## config.mk

```make
export PLATFORM = sky130hd
export DESIGN_NAME = rcp_rt_counter
export DESIGN_NICKNAME = d
export VERILOG_FILES = /design/src/rcp_pkg.sv /design/src/rcp_edge_sync.sv /design/src/rcp_prescaler.sv /design/src/rcp_rt_counter.sv
export SDC_FILE = /design/constraint.sdc
export NUM_CORES = 1
export LEC_CHECK = 0
export BUFFER_PORTS_ARGS = -buffer_cell sky130_fd_sc_hd__buf_2
export CELL_PAD_IN_SITES_DETAIL_PLACEMENT = 0
export CELL_PAD_IN_SITES_GLOBAL_PLACEMENT = 1
export CORE_MARGIN = 2
export CORE_UTILIZATION = 39
export DETAILED_ROUTE_END_ITERATION = 8
export GPL_TIMING_DRIVEN = 1
export PLACE_DENSITY = 0.82
export RECOVER_POWER = 25
export SKIP_LAST_GASP = 1
export SLEW_MARGIN = 40
export SYNTH_ARGS = -nofsm -noshare
export SYNTH_HDL_FRONTEND = slang
export SYNTH_SLANG_ARGS = --single-unit
export TNS_END_PERCENT = 5
```

## constraint.sdc

```tcl
create_clock -name pclk -period 3.4 [get_ports pclk]
set_clock_uncertainty 0.05 [all_clocks]
set_input_delay 0.51 -clock pclk [delete_from_list [all_inputs] [get_ports pclk]]
set_output_delay 0.51 -clock pclk [all_outputs]
set_load 0.02 [all_outputs]
```

## src/rcp_pkg.sv

```systemverilog
// Purpose: shared constants and types for the real-time counter block
// Assumes: 25 MHz pclk, APB register access with 32-bit data
// Notes: register offsets are byte addresses, one aligned word each
package rcp_pkg;

	// clock and timing
	localparam int CLK_HZ = 25000000;
	localparam real WDT_BASE_TIMEOUT_S = 0.016; // watchdog period at divide factor 1
	localparam int WDT_BASE_CYCLES = $rtoi(WDT_BASE_TIMEOUT_S * CLK_HZ); // round down
	localparam int QUAD_CLOCKS_PER_INST = 4;
	localparam int ISR_DELAY_INST = 3;
	localparam int WDT_CNT_W = 24;

	// register byte offsets
	localparam logic [7:0] OFS_OPTION = 8'h00;
	localparam logic [7:0] OFS_FILE01 = 8'h04;
	localparam logic [7:0] OFS_COUNTER = 8'h08;
	localparam logic [7:0] OFS_WACC = 8'h0c;
	localparam logic [7:0] OFS_STATUS = 8'h10;
	localparam logic [7:0] OFS_MASK = 8'h14;
	localparam logic [7:0] OFS_WDT_CLEAR = 8'h18;
	localparam logic [7:0] OFS_CTRL = 8'h1c;

	// option register fields
	localparam int OPT_ADDR01_MAP = 7;
	localparam int OPT_IRQ_EN_N = 6;
	localparam int OPT_SRC_SEL = 5;
	localparam int OPT_EDGE_POL = 4;
	localparam int OPT_PSA = 3;
	localparam int OPT_PS_LSB = 0;
	localparam int OPT_PS_W = 3;
	localparam logic [7:0] OPTION_RESET = 8'hff;

	// status and mask fields
	localparam int ST_ROLLOVER = 0;
	localparam int ST_WDT = 1;
	localparam int ST_W = 2;
	localparam logic [1:0] MASK_RESET = 2'h0;

	// control register field
	localparam int CTRL_QUAD = 0;

	// service entry delay sequencer
	typedef enum logic [0:0] {
		ISR_IDLE = 1'b0,
		ISR_WAIT = 1'b1
	} rcp_isr_st_t;

endpackage

```

## src/rcp_edge_sync.sv

```systemverilog
// Purpose: two-stage synchroniser and polarity-selected edge detector
// Assumes: pin is asynchronous to pclk
// Notes: edge pulse lasts one pclk cycle
`timescale 1ns/100ps
module rcp_edge_sync (
	input wire logic pclk,
	input wire logic presetn,
	input wire logic clk_en,
	input wire logic pin,
	input wire logic falling_sel,
	output logic edge_pulse
);
	typedef struct packed {
		logic s1;
		logic s2;
		logic s3;
	} rcp_sync_t;

	rcp_sync_t st_reg;
	rcp_sync_t st_next;

	// shift chain; s1 feeds only s2
	always_comb begin
		st_next = st_reg;
		st_next.s1 = pin;
		st_next.s2 = st_reg.s1;
		st_next.s3 = st_reg.s2;
	end

	always_ff @(posedge pclk or negedge presetn) begin
		if (!presetn) begin
			st_reg <= '0;
		end else if (clk_en) begin
			st_reg <= st_next;
		end
	end

	// edge selection on synchronised samples only
	assign edge_pulse = clk_en & (falling_sel ? (st_reg.s3 & ~st_reg.s2)
		: (~st_reg.s3 & st_reg.s2));
endmodule // rcp_edge_sync

```

## src/rcp_prescaler.sv

```systemverilog
// Purpose: shared power-of-two prescaler
// Assumes: in_tick is a one-cycle strobe on pclk
// Notes: out_tick is combinational, one cycle, on the terminal input tick
`timescale 1ns/100ps
module rcp_prescaler #(
	parameter int WIDTH = 8
) (
	input wire logic pclk,
	input wire logic presetn,
	input wire logic clk_en,
	input wire logic clear,
	input wire logic in_tick,
	input wire logic [3:0] log2_div,
	output logic out_tick
);
	typedef struct packed {
		logic [WIDTH-1:0] count;
	} rcp_psc_t;

	rcp_psc_t st_reg;
	rcp_psc_t st_next;
	logic [WIDTH:0] span;
	logic [WIDTH-1:0] last;

	// terminal count is 2^log2_div - 1
	assign span = ({{WIDTH{1'b0}}, 1'b1} << log2_div) - {{WIDTH{1'b0}}, 1'b1};
	assign last = span[WIDTH-1:0];
	assign out_tick = clk_en & ~clear & in_tick & (st_reg.count == last);

	// count input ticks, restart on terminal or clear
	always_comb begin
		st_next = st_reg;
		if (clear || out_tick) begin
			st_next.count = '0;
		end else if (in_tick) begin
			st_next.count = st_reg.count + {{(WIDTH-1){1'b0}}, 1'b1};
		end
	end

	always_ff @(posedge pclk or negedge presetn) begin
		if (!presetn) begin
			st_reg <= '0;
		end else if (clk_en) begin
			st_reg <= st_next;
		end
	end
endmodule // rcp_prescaler

```

## src/rcp_rt_counter.sv

```systemverilog
// Purpose: option register, real-time counter, shared prescaler and watchdog divider
// Assumes: APB slave with one wait state, single pclk domain
// Notes: counter pin and option unlock fuse arrive asynchronously and are synchronised
//
// Our own choices: the APB slave port and the register addresses.
`timescale 1ns/100ps

// Behaviour
// - any reset sets every option register bit to one.
// - file address 01h reaches the accumulator when map select is zero, else the counter.
// - on the small variant the upper two option bits act only when the unlock fuse is zero.
// - the rollover interrupt is enabled when its active-low enable bit is zero.
// - with source select zero the counter advances from instruction cycles.
// - with source select one the counter advances on detected pin transitions.
// - edge polarity one selects falling edges, zero rising edges.
// - prescaler assign zero routes the prescaler to the counter, watchdog undivided.
// - prescaler assign one routes it to the watchdog and the counter runs undivided.
// - counter division is two to the power of the prescale field plus one.
// - watchdog reset comes after two to the power of the prescale field overflows.
// - the watchdog timeout doubles per prescale step from the base period.
// - in quad-clock mode one instruction cycle is four clocks, else one.
// - a taken rollover interrupt enters service after three cycles.
module rcp_rt_counter #(
	parameter bit LARGE_VARIANT = 1'b0,
	parameter int WDT_BASE_CYCLES = rcp_pkg::WDT_BASE_CYCLES,
	parameter int PSC_WIDTH = 8
) (
	input wire logic pclk,
	input wire logic presetn,
	input wire logic clk_en,
	input wire logic [7:0] paddr,
	input wire logic psel,
	input wire logic penable,
	input wire logic pwrite,
	input wire logic [31:0] pwdata,
	output logic [31:0] prdata,
	output logic pready,
	output logic pslverr,
	input wire logic counter_pin,
	input wire logic option_unlock_fuse,
	output logic irq,
	output logic isr_entry,
	output logic wdt_reset,
	output logic [7:0] realtime_counter
);
	typedef struct packed {
		logic [7:0] option;
		logic [7:0] counter;
		logic [7:0] wacc;
		logic [rcp_pkg::ST_W-1:0] status;
		logic [rcp_pkg::ST_W-1:0] mask;
		logic quad;
		logic [1:0] iphase;
		logic [rcp_pkg::WDT_CNT_W-1:0] wdt_base;
		rcp_pkg::rcp_isr_st_t isr_st;
		logic [1:0] isr_cnt;
		logic isr_entry;
		logic wdt_reset;
		logic fuse_s1;
		logic fuse_s2;
		logic ack;
		logic [31:0] prdata;
		logic pslverr;
	} rcp_state_t;

	localparam logic [rcp_pkg::WDT_CNT_W-1:0] WDT_LAST =
		rcp_pkg::WDT_CNT_W'(WDT_BASE_CYCLES - 1);
	localparam logic [1:0] QUAD_LAST = 2'(rcp_pkg::QUAD_CLOCKS_PER_INST - 1);
	localparam logic [1:0] ISR_LAST = 2'(rcp_pkg::ISR_DELAY_INST - 1);

	rcp_state_t st_reg;
	rcp_state_t st_next;

	logic [7:0] opt_eff;
	logic map_counter;
	logic irq_en;
	logic src_ext;
	logic prescaler_assign;
	logic [2:0] ps;
	logic inst_tick;
	logic pin_edge;
	logic src_tick;
	logic wdt_ovf;
	logic psc_in;
	logic psc_out;
	logic psc_clear;
	logic [3:0] psc_log2;
	logic count_tick;
	logic bus_write;
	logic wdt_kick;
	logic rollover;
	logic rollover_irq;

	// upper option bits read as one while locked on the small variant
	function automatic logic [7:0] effective_option(input logic [7:0] opt, input logic fuse);
		logic unlocked;
		unlocked = LARGE_VARIANT || !fuse;
		effective_option = unlocked ? opt : {2'b11, opt[5:0]};
	endfunction

	// address match against one register offset
	function automatic logic reg_hit(input logic [7:0] addr, input logic [7:0] ofs);
		reg_hit = (addr[7:2] == ofs[7:2]);
	endfunction

	// decoded option fields
	assign opt_eff = effective_option(st_reg.option, st_reg.fuse_s2);
	assign map_counter = opt_eff[rcp_pkg::OPT_ADDR01_MAP];
	assign irq_en = ~opt_eff[rcp_pkg::OPT_IRQ_EN_N];
	assign src_ext = opt_eff[rcp_pkg::OPT_SRC_SEL];
	assign prescaler_assign = opt_eff[rcp_pkg::OPT_PSA];
	assign ps = opt_eff[rcp_pkg::OPT_PS_LSB +: rcp_pkg::OPT_PS_W];

	// instruction cycle strobe
	assign inst_tick = clk_en & (!st_reg.quad || st_reg.iphase == QUAD_LAST);

	// external pin edges
	rcp_edge_sync u_edge (
		.pclk(pclk),
		.presetn(presetn),
		.clk_en(clk_en),
		.pin(counter_pin),
		.falling_sel(opt_eff[rcp_pkg::OPT_EDGE_POL]),
		.edge_pulse(pin_edge)
	);

	// count source and prescaler routing
	assign src_tick = src_ext ? pin_edge : inst_tick;
	assign wdt_ovf = clk_en & (st_reg.wdt_base == WDT_LAST);
	assign psc_in = prescaler_assign ? wdt_ovf : src_tick;
	assign psc_log2 = prescaler_assign ? {1'b0, ps} : ({1'b0, ps} + 4'h1);
	assign count_tick = prescaler_assign ? src_tick : psc_out;

	// bus strobes
	assign bus_write = psel & penable & pwrite & st_reg.ack;
	assign wdt_kick = bus_write & reg_hit(paddr, rcp_pkg::OFS_WDT_CLEAR);
	assign psc_clear = (bus_write & reg_hit(paddr, rcp_pkg::OFS_OPTION)
		& (pwdata[rcp_pkg::OPT_PSA] != st_reg.option[rcp_pkg::OPT_PSA]))
		| (prescaler_assign & wdt_kick);

	rcp_prescaler #(
		.WIDTH(PSC_WIDTH)
	) u_psc (
		.pclk(pclk),
		.presetn(presetn),
		.clk_en(clk_en),
		.clear(psc_clear),
		.in_tick(psc_in),
		.log2_div(psc_log2),
		.out_tick(psc_out)
	);

	// wrap detection
	assign rollover = count_tick & (st_reg.counter == 8'hff);
	assign rollover_irq = rollover & irq_en & st_reg.mask[rcp_pkg::ST_ROLLOVER];

	// next-state logic
	always_comb begin
		logic [rcp_pkg::ST_W-1:0] events;
		logic [rcp_pkg::ST_W-1:0] w1c;
		logic wr_counter;
		events = '0;
		w1c = '0;
		wr_counter = 1'b0;
		st_next = st_reg;
		st_next.isr_entry = 1'b0;
		st_next.wdt_reset = 1'b0;

		// fuse level synchroniser
		st_next.fuse_s1 = option_unlock_fuse;
		st_next.fuse_s2 = st_reg.fuse_s1;

		// instruction phase in quad mode
		if (st_reg.quad) begin
			st_next.iphase = st_reg.iphase + 2'h1;
		end else begin
			st_next.iphase = 2'h0;
		end

		// watchdog base period
		if (wdt_kick || wdt_ovf) begin
			st_next.wdt_base = '0;
		end else begin
			st_next.wdt_base = st_reg.wdt_base + rcp_pkg::WDT_CNT_W'(1);
		end
		if (!wdt_kick && (prescaler_assign ? psc_out : wdt_ovf)) begin
			st_next.wdt_reset = 1'b1;
			events[rcp_pkg::ST_WDT] = 1'b1;
		end

		// counter advance
		if (count_tick) begin
			st_next.counter = st_reg.counter + 8'h01;
		end
		if (rollover) begin
			events[rcp_pkg::ST_ROLLOVER] = 1'b1;
		end

		// bus access: first access cycle loads read data, second completes
		st_next.ack = psel & penable & ~st_reg.ack;
		if (psel && penable && !st_reg.ack) begin
			st_next.prdata = 32'h0;
			st_next.pslverr = 1'b0;
			if (reg_hit(paddr, rcp_pkg::OFS_OPTION)) begin
				st_next.prdata = {24'h0, opt_eff};
			end else if (reg_hit(paddr, rcp_pkg::OFS_FILE01)) begin
				st_next.prdata = {24'h0, map_counter ? st_reg.counter : st_reg.wacc};
			end else if (reg_hit(paddr, rcp_pkg::OFS_COUNTER)) begin
				st_next.prdata = {24'h0, st_reg.counter};
			end else if (reg_hit(paddr, rcp_pkg::OFS_WACC)) begin
				st_next.prdata = {24'h0, st_reg.wacc};
			end else if (reg_hit(paddr, rcp_pkg::OFS_STATUS)) begin
				st_next.prdata = {30'h0, st_reg.status};
			end else if (reg_hit(paddr, rcp_pkg::OFS_MASK)) begin
				st_next.prdata = {30'h0, st_reg.mask};
			end else if (reg_hit(paddr, rcp_pkg::OFS_CTRL)) begin
				st_next.prdata = {31'h0, st_reg.quad};
			end else if (!reg_hit(paddr, rcp_pkg::OFS_WDT_CLEAR)) begin
				st_next.pslverr = 1'b1;
			end
		end

		// register writes at the completing edge
		if (bus_write) begin
			if (reg_hit(paddr, rcp_pkg::OFS_OPTION)) begin
				st_next.option = pwdata[7:0];
			end else if (reg_hit(paddr, rcp_pkg::OFS_FILE01)) begin
				if (map_counter) begin
					wr_counter = 1'b1;
				end else begin
					st_next.wacc = pwdata[7:0];
				end
			end else if (reg_hit(paddr, rcp_pkg::OFS_COUNTER)) begin
				wr_counter = 1'b1;
			end else if (reg_hit(paddr, rcp_pkg::OFS_WACC)) begin
				st_next.wacc = pwdata[7:0];
			end else if (reg_hit(paddr, rcp_pkg::OFS_STATUS)) begin
				w1c = pwdata[rcp_pkg::ST_W-1:0];
			end else if (reg_hit(paddr, rcp_pkg::OFS_MASK)) begin
				st_next.mask = pwdata[rcp_pkg::ST_W-1:0];
			end else if (reg_hit(paddr, rcp_pkg::OFS_CTRL)) begin
				st_next.quad = pwdata[rcp_pkg::CTRL_QUAD];
				st_next.iphase = 2'h0;
			end
		end
		if (wr_counter) begin
			st_next.counter = pwdata[7:0]; // software write beats the advance
		end

		// sticky status, a new event beats a clear
		st_next.status = (st_reg.status & ~w1c) | events;

		// service entry three instruction cycles after the taken interrupt
		case (st_reg.isr_st)
			rcp_pkg::ISR_IDLE: begin
				if (rollover_irq) begin
					st_next.isr_st = rcp_pkg::ISR_WAIT;
					st_next.isr_cnt = 2'h0;
				end
			end
			rcp_pkg::ISR_WAIT: begin
				if (inst_tick) begin
					if (st_reg.isr_cnt == ISR_LAST) begin
						st_next.isr_entry = 1'b1;
						st_next.isr_st = rcp_pkg::ISR_IDLE;
					end else begin
						st_next.isr_cnt = st_reg.isr_cnt + 2'h1;
					end
				end
			end
			default: begin
				st_next.isr_st = rcp_pkg::ISR_IDLE;
			end
		endcase
	end

	// state register, frozen while clk_en is low
	always_ff @(posedge pclk or negedge presetn) begin
		if (!presetn) begin
			st_reg <= '0;
			st_reg.option <= rcp_pkg::OPTION_RESET;
			st_reg.mask <= rcp_pkg::MASK_RESET;
			st_reg.isr_st <= rcp_pkg::ISR_IDLE;
		end else if (clk_en) begin
			st_reg <= st_next;
		end
	end

	// outputs
	assign prdata = st_reg.prdata;
	assign pready = st_reg.ack;
	assign pslverr = st_reg.ack & st_reg.pslverr;
	assign irq = (st_reg.status[rcp_pkg::ST_ROLLOVER] & st_reg.mask[rcp_pkg::ST_ROLLOVER]
		& irq_en)
		| (st_reg.status[rcp_pkg::ST_WDT] & st_reg.mask[rcp_pkg::ST_WDT]);
	assign isr_entry = st_reg.isr_entry;
	assign wdt_reset = st_reg.wdt_reset;
	assign realtime_counter = st_reg.counter;
endmodule // rcp_rt_counter

```

==> out/qor.txt <==
Placed wire-length estimate: 8730 um
Yosys cell types: 79
Largest register FFs: 52
Post-Synth XOR/XNOR Area: 6.03%
PD cells: 462 mW/mm^2
Count leader, synth: dfrtp_1
Core area: 0.0132 mm^2
Synth Register Bits: 83
Combinational family with the most area after synthesis: simple AND/OR/NAND/NOR gates
Via Count: 4211
Routability cong.: 0.841
Failing checks: max-capacitance violations, max-slew violations
CTS tree: done
Synthesized area: 0.00523 mm^2
Cts-stage hold buffer count: 0
Worst-path maximum fanout: 9
Clk pin slew, worst setup/hold paths: 60 ps
Synth async-reset ratio: 100%
Post-synthesis mux area share: 7.66%
I/O pins: 93
Synthesized-area fraction occupied by adder cells: 1.68%
Cell chain of the critical path: ha_4, buf_4, nor3_1, a32oi_1, ha_2, o2111a_1, or4_4, o211ai_2, a32o_2, o21ai_2, a221o_1
FMAX: 310 MHz
Crit. End Element: flip-flop
Mapped Avg Cell Area: 9.24 um^2
Tot Pwr: 0.00268 W
Diodes inserted: 0
Residual DRC count: 0
Final Hold Fails: 0
Post-Route WL: 12400 um
CP required: 3570 ps
Global-route wire length before repair: 20200 um
Layout area overhead: 11.2%
Width of the die: 120 um
Clock Tree Buf Depth: 2
Register area share after synthesis: 39.9%
Rows: 42
Die area: 0.0143 mm^2
Iteration count of the initial detailed-routing pass: 5
Dominant synthesized flop cell: dfrtp_1
Tightest Hold Check Type: primary input to flip-flop
Status: finished with violations
Largest net degree at the start of global routing: 48
Post-synth top area cell: dfrtp_1
Crit path DAT: 3400 ps
Crit path time final: 3230 ps
Fin. max-slew vios: 48
Pleak: 2.53 nW
Post-synth EDFFs: 0
Inserted Clock Buffers: 9
Post-route clock period utilization: 94.9%
VDD IR-drop max: 0.000272 V
CP startpoint kind: flip-flop
Die Y: 120 um
DP Cell Count: 759
Total gr overflow: 0
Layout cell share with drive strength beyond 1: 23.2%
Root Buffer Master: clkbuf_16
Port Buffer Count: 42
Worst-Skew Late Latency: 340 ps
Top cell type's share of synthesized area: 35.9%
Setup violators final: 0
Layout Nets: 654
Starting DRT DRC Count: 325
Area contributors post-synth: dfrtp_1, mux2_2, buf_4, nor2_1, dfstp_2
Antenna violations before repair: 0
Critical path's slowest cell: dfstp_2
Non-filler instance count after layout: 780
Critical path type: flip-flop to flip-flop
Routed WL per cell: 15.8 um
Rel. slew slack: -68.5%
Clock sink total: 83
H-Tree Depth: 3
Compound-Gate Fraction of Synth Area: 14.2%
Starting Density: 39.6%
Vias in the first global route: 3952
RSZ-0062 raised after global routing: no
Routed Antenna Nets: 0
MaxCap Viol Count: 1
Least-Margin Pin Slew: 2530 ps
Simple-gate share of the synthesized area: 21.3%
Synth warnings: 0
GRT Util Overall: 17.7%
Crit path largest cell delay: 560 ps
Gate Count Post-Synth: 566
Vias per cell: 5.40
Commonest cells in the netlist: dfrtp_1, nor2_1, nand2_1, buf_4, mux2_2
-- cells by family after synthesis --
group | after synthesis
AOI/OAI and AO/OA | 101
xor gates and xnor gates | 36
adders and majority gates | 7
buffers and inverters | 79
DFF | 83
muxes | 36
other | 1
and+or+nand+nor | 223
-- metal layers --
metal	track usage, %	vias up	share of wire (%)
met5	0	-	0
met4	5.44	0	1.2
met3	3.99	17	5.7
met2	27.3	114	47
li1	-	2023	-
met1	24.8	2057	46
-- through the flow --
step           utilization, %  TNS [ps]  hold WS [ps]  setup WS, ps  area, um^2
6_report                 44.1         0           358           175        5810
3_5_place_dp             41.3      -131           421         -50.6        5450
2_1_floorplan               -         0           164           218        5310
4_1_cts                  43.6         0           141          16.0        5760
5_1_grt                  44.1         0           374          25.1        5810
3_3_place_gp             41.3         0           404          38.3        5450
-- power breakdown --
| group | switching (W) | internal (W) | leakage, nW |
|---|---|---|---|
| registers | 0.000153 | 0.00109 | 1.07 |
| logic | 0.000277 | 0.000211 | 1.32 |
| clock network | 0.000388 | 0.000566 | 0.140 |
-- worst paths after layout --
kind                                            end          startpoint  cells past startpoint  slack (ps)
worst max-delay path            realtime_counter[1]          st_reg[88]                     11         170
worst max register to register  realtime_counter[1]          st_reg[88]                     11         170
max in group asynchronous           u_psc.st_reg[6]             presetn                      2         850
worst min register to register            st_reg[0]           st_reg[0]                      2         430
min in group asynchronous                st_reg[79]             presetn                      1         890
worst min-delay path                    st_next[34]  option_unlock_fuse                      2         360
-- critical path: cells and delay by family, from the launching register on --
family	cells	cell delay (ps)
compound gates	6	1270
fa+ha+maj	2	430
buf+inv	1	170
flops	1	560
simple gates	2	650
-- layout make-up --
| cell class | instances | area, um^2 |
|---|---|---|
| clock buffer | 12 | 236 |
| clock inverter | 4 | 45.0 |
| tap | 176 | 220 |
| timing repair buffer | 65 | 383 |
| fill | 1244 | 7380 |
| multi-input combinational | 427 | 2790 |
| inverter | 13 | 48.8 |
| sequential | 83 | 2090 |
-- what timing repair did --
item | CTS | global route
buffers inserted | 1 | 4
setup endpoints to repair | 6 | 21
pin swaps | 2 | 2
resized for setup | 2 | 10
gates cloned | 0 | 0
-- placed cells by master (no fill, tap or decap), types with 6 or more instances in the layout --
master | Yosys | final
dfrtp_1 | 75 | 75
inv_1 | 13 | 13
a21oi_1 | 16 | 15
clkbuf_16 | 0 | 9
xnor2_1 | 17 | 17
buf_4 | 43 | 21
nand4_1 | 11 | 11
buf_2 | 4 | 41
o21ai_0 | 24 | 23
nor3_1 | 11 | 11
xor2_1 | 19 | 19
nor4_1 | 10 | 10
conb_1 | 1 | 24
a22o_1 | 6 | 6
nand2b_1 | 8 | 8
nor2_1 | 64 | 64
dfstp_2 | 8 | 8
nor2b_1 | 6 | 6
nand2_1 | 51 | 51
nand3_1 | 23 | 23
mux2_2 | 32 | 32
and3_1 | 8 | 8
(Power assumes the default switching activity.)
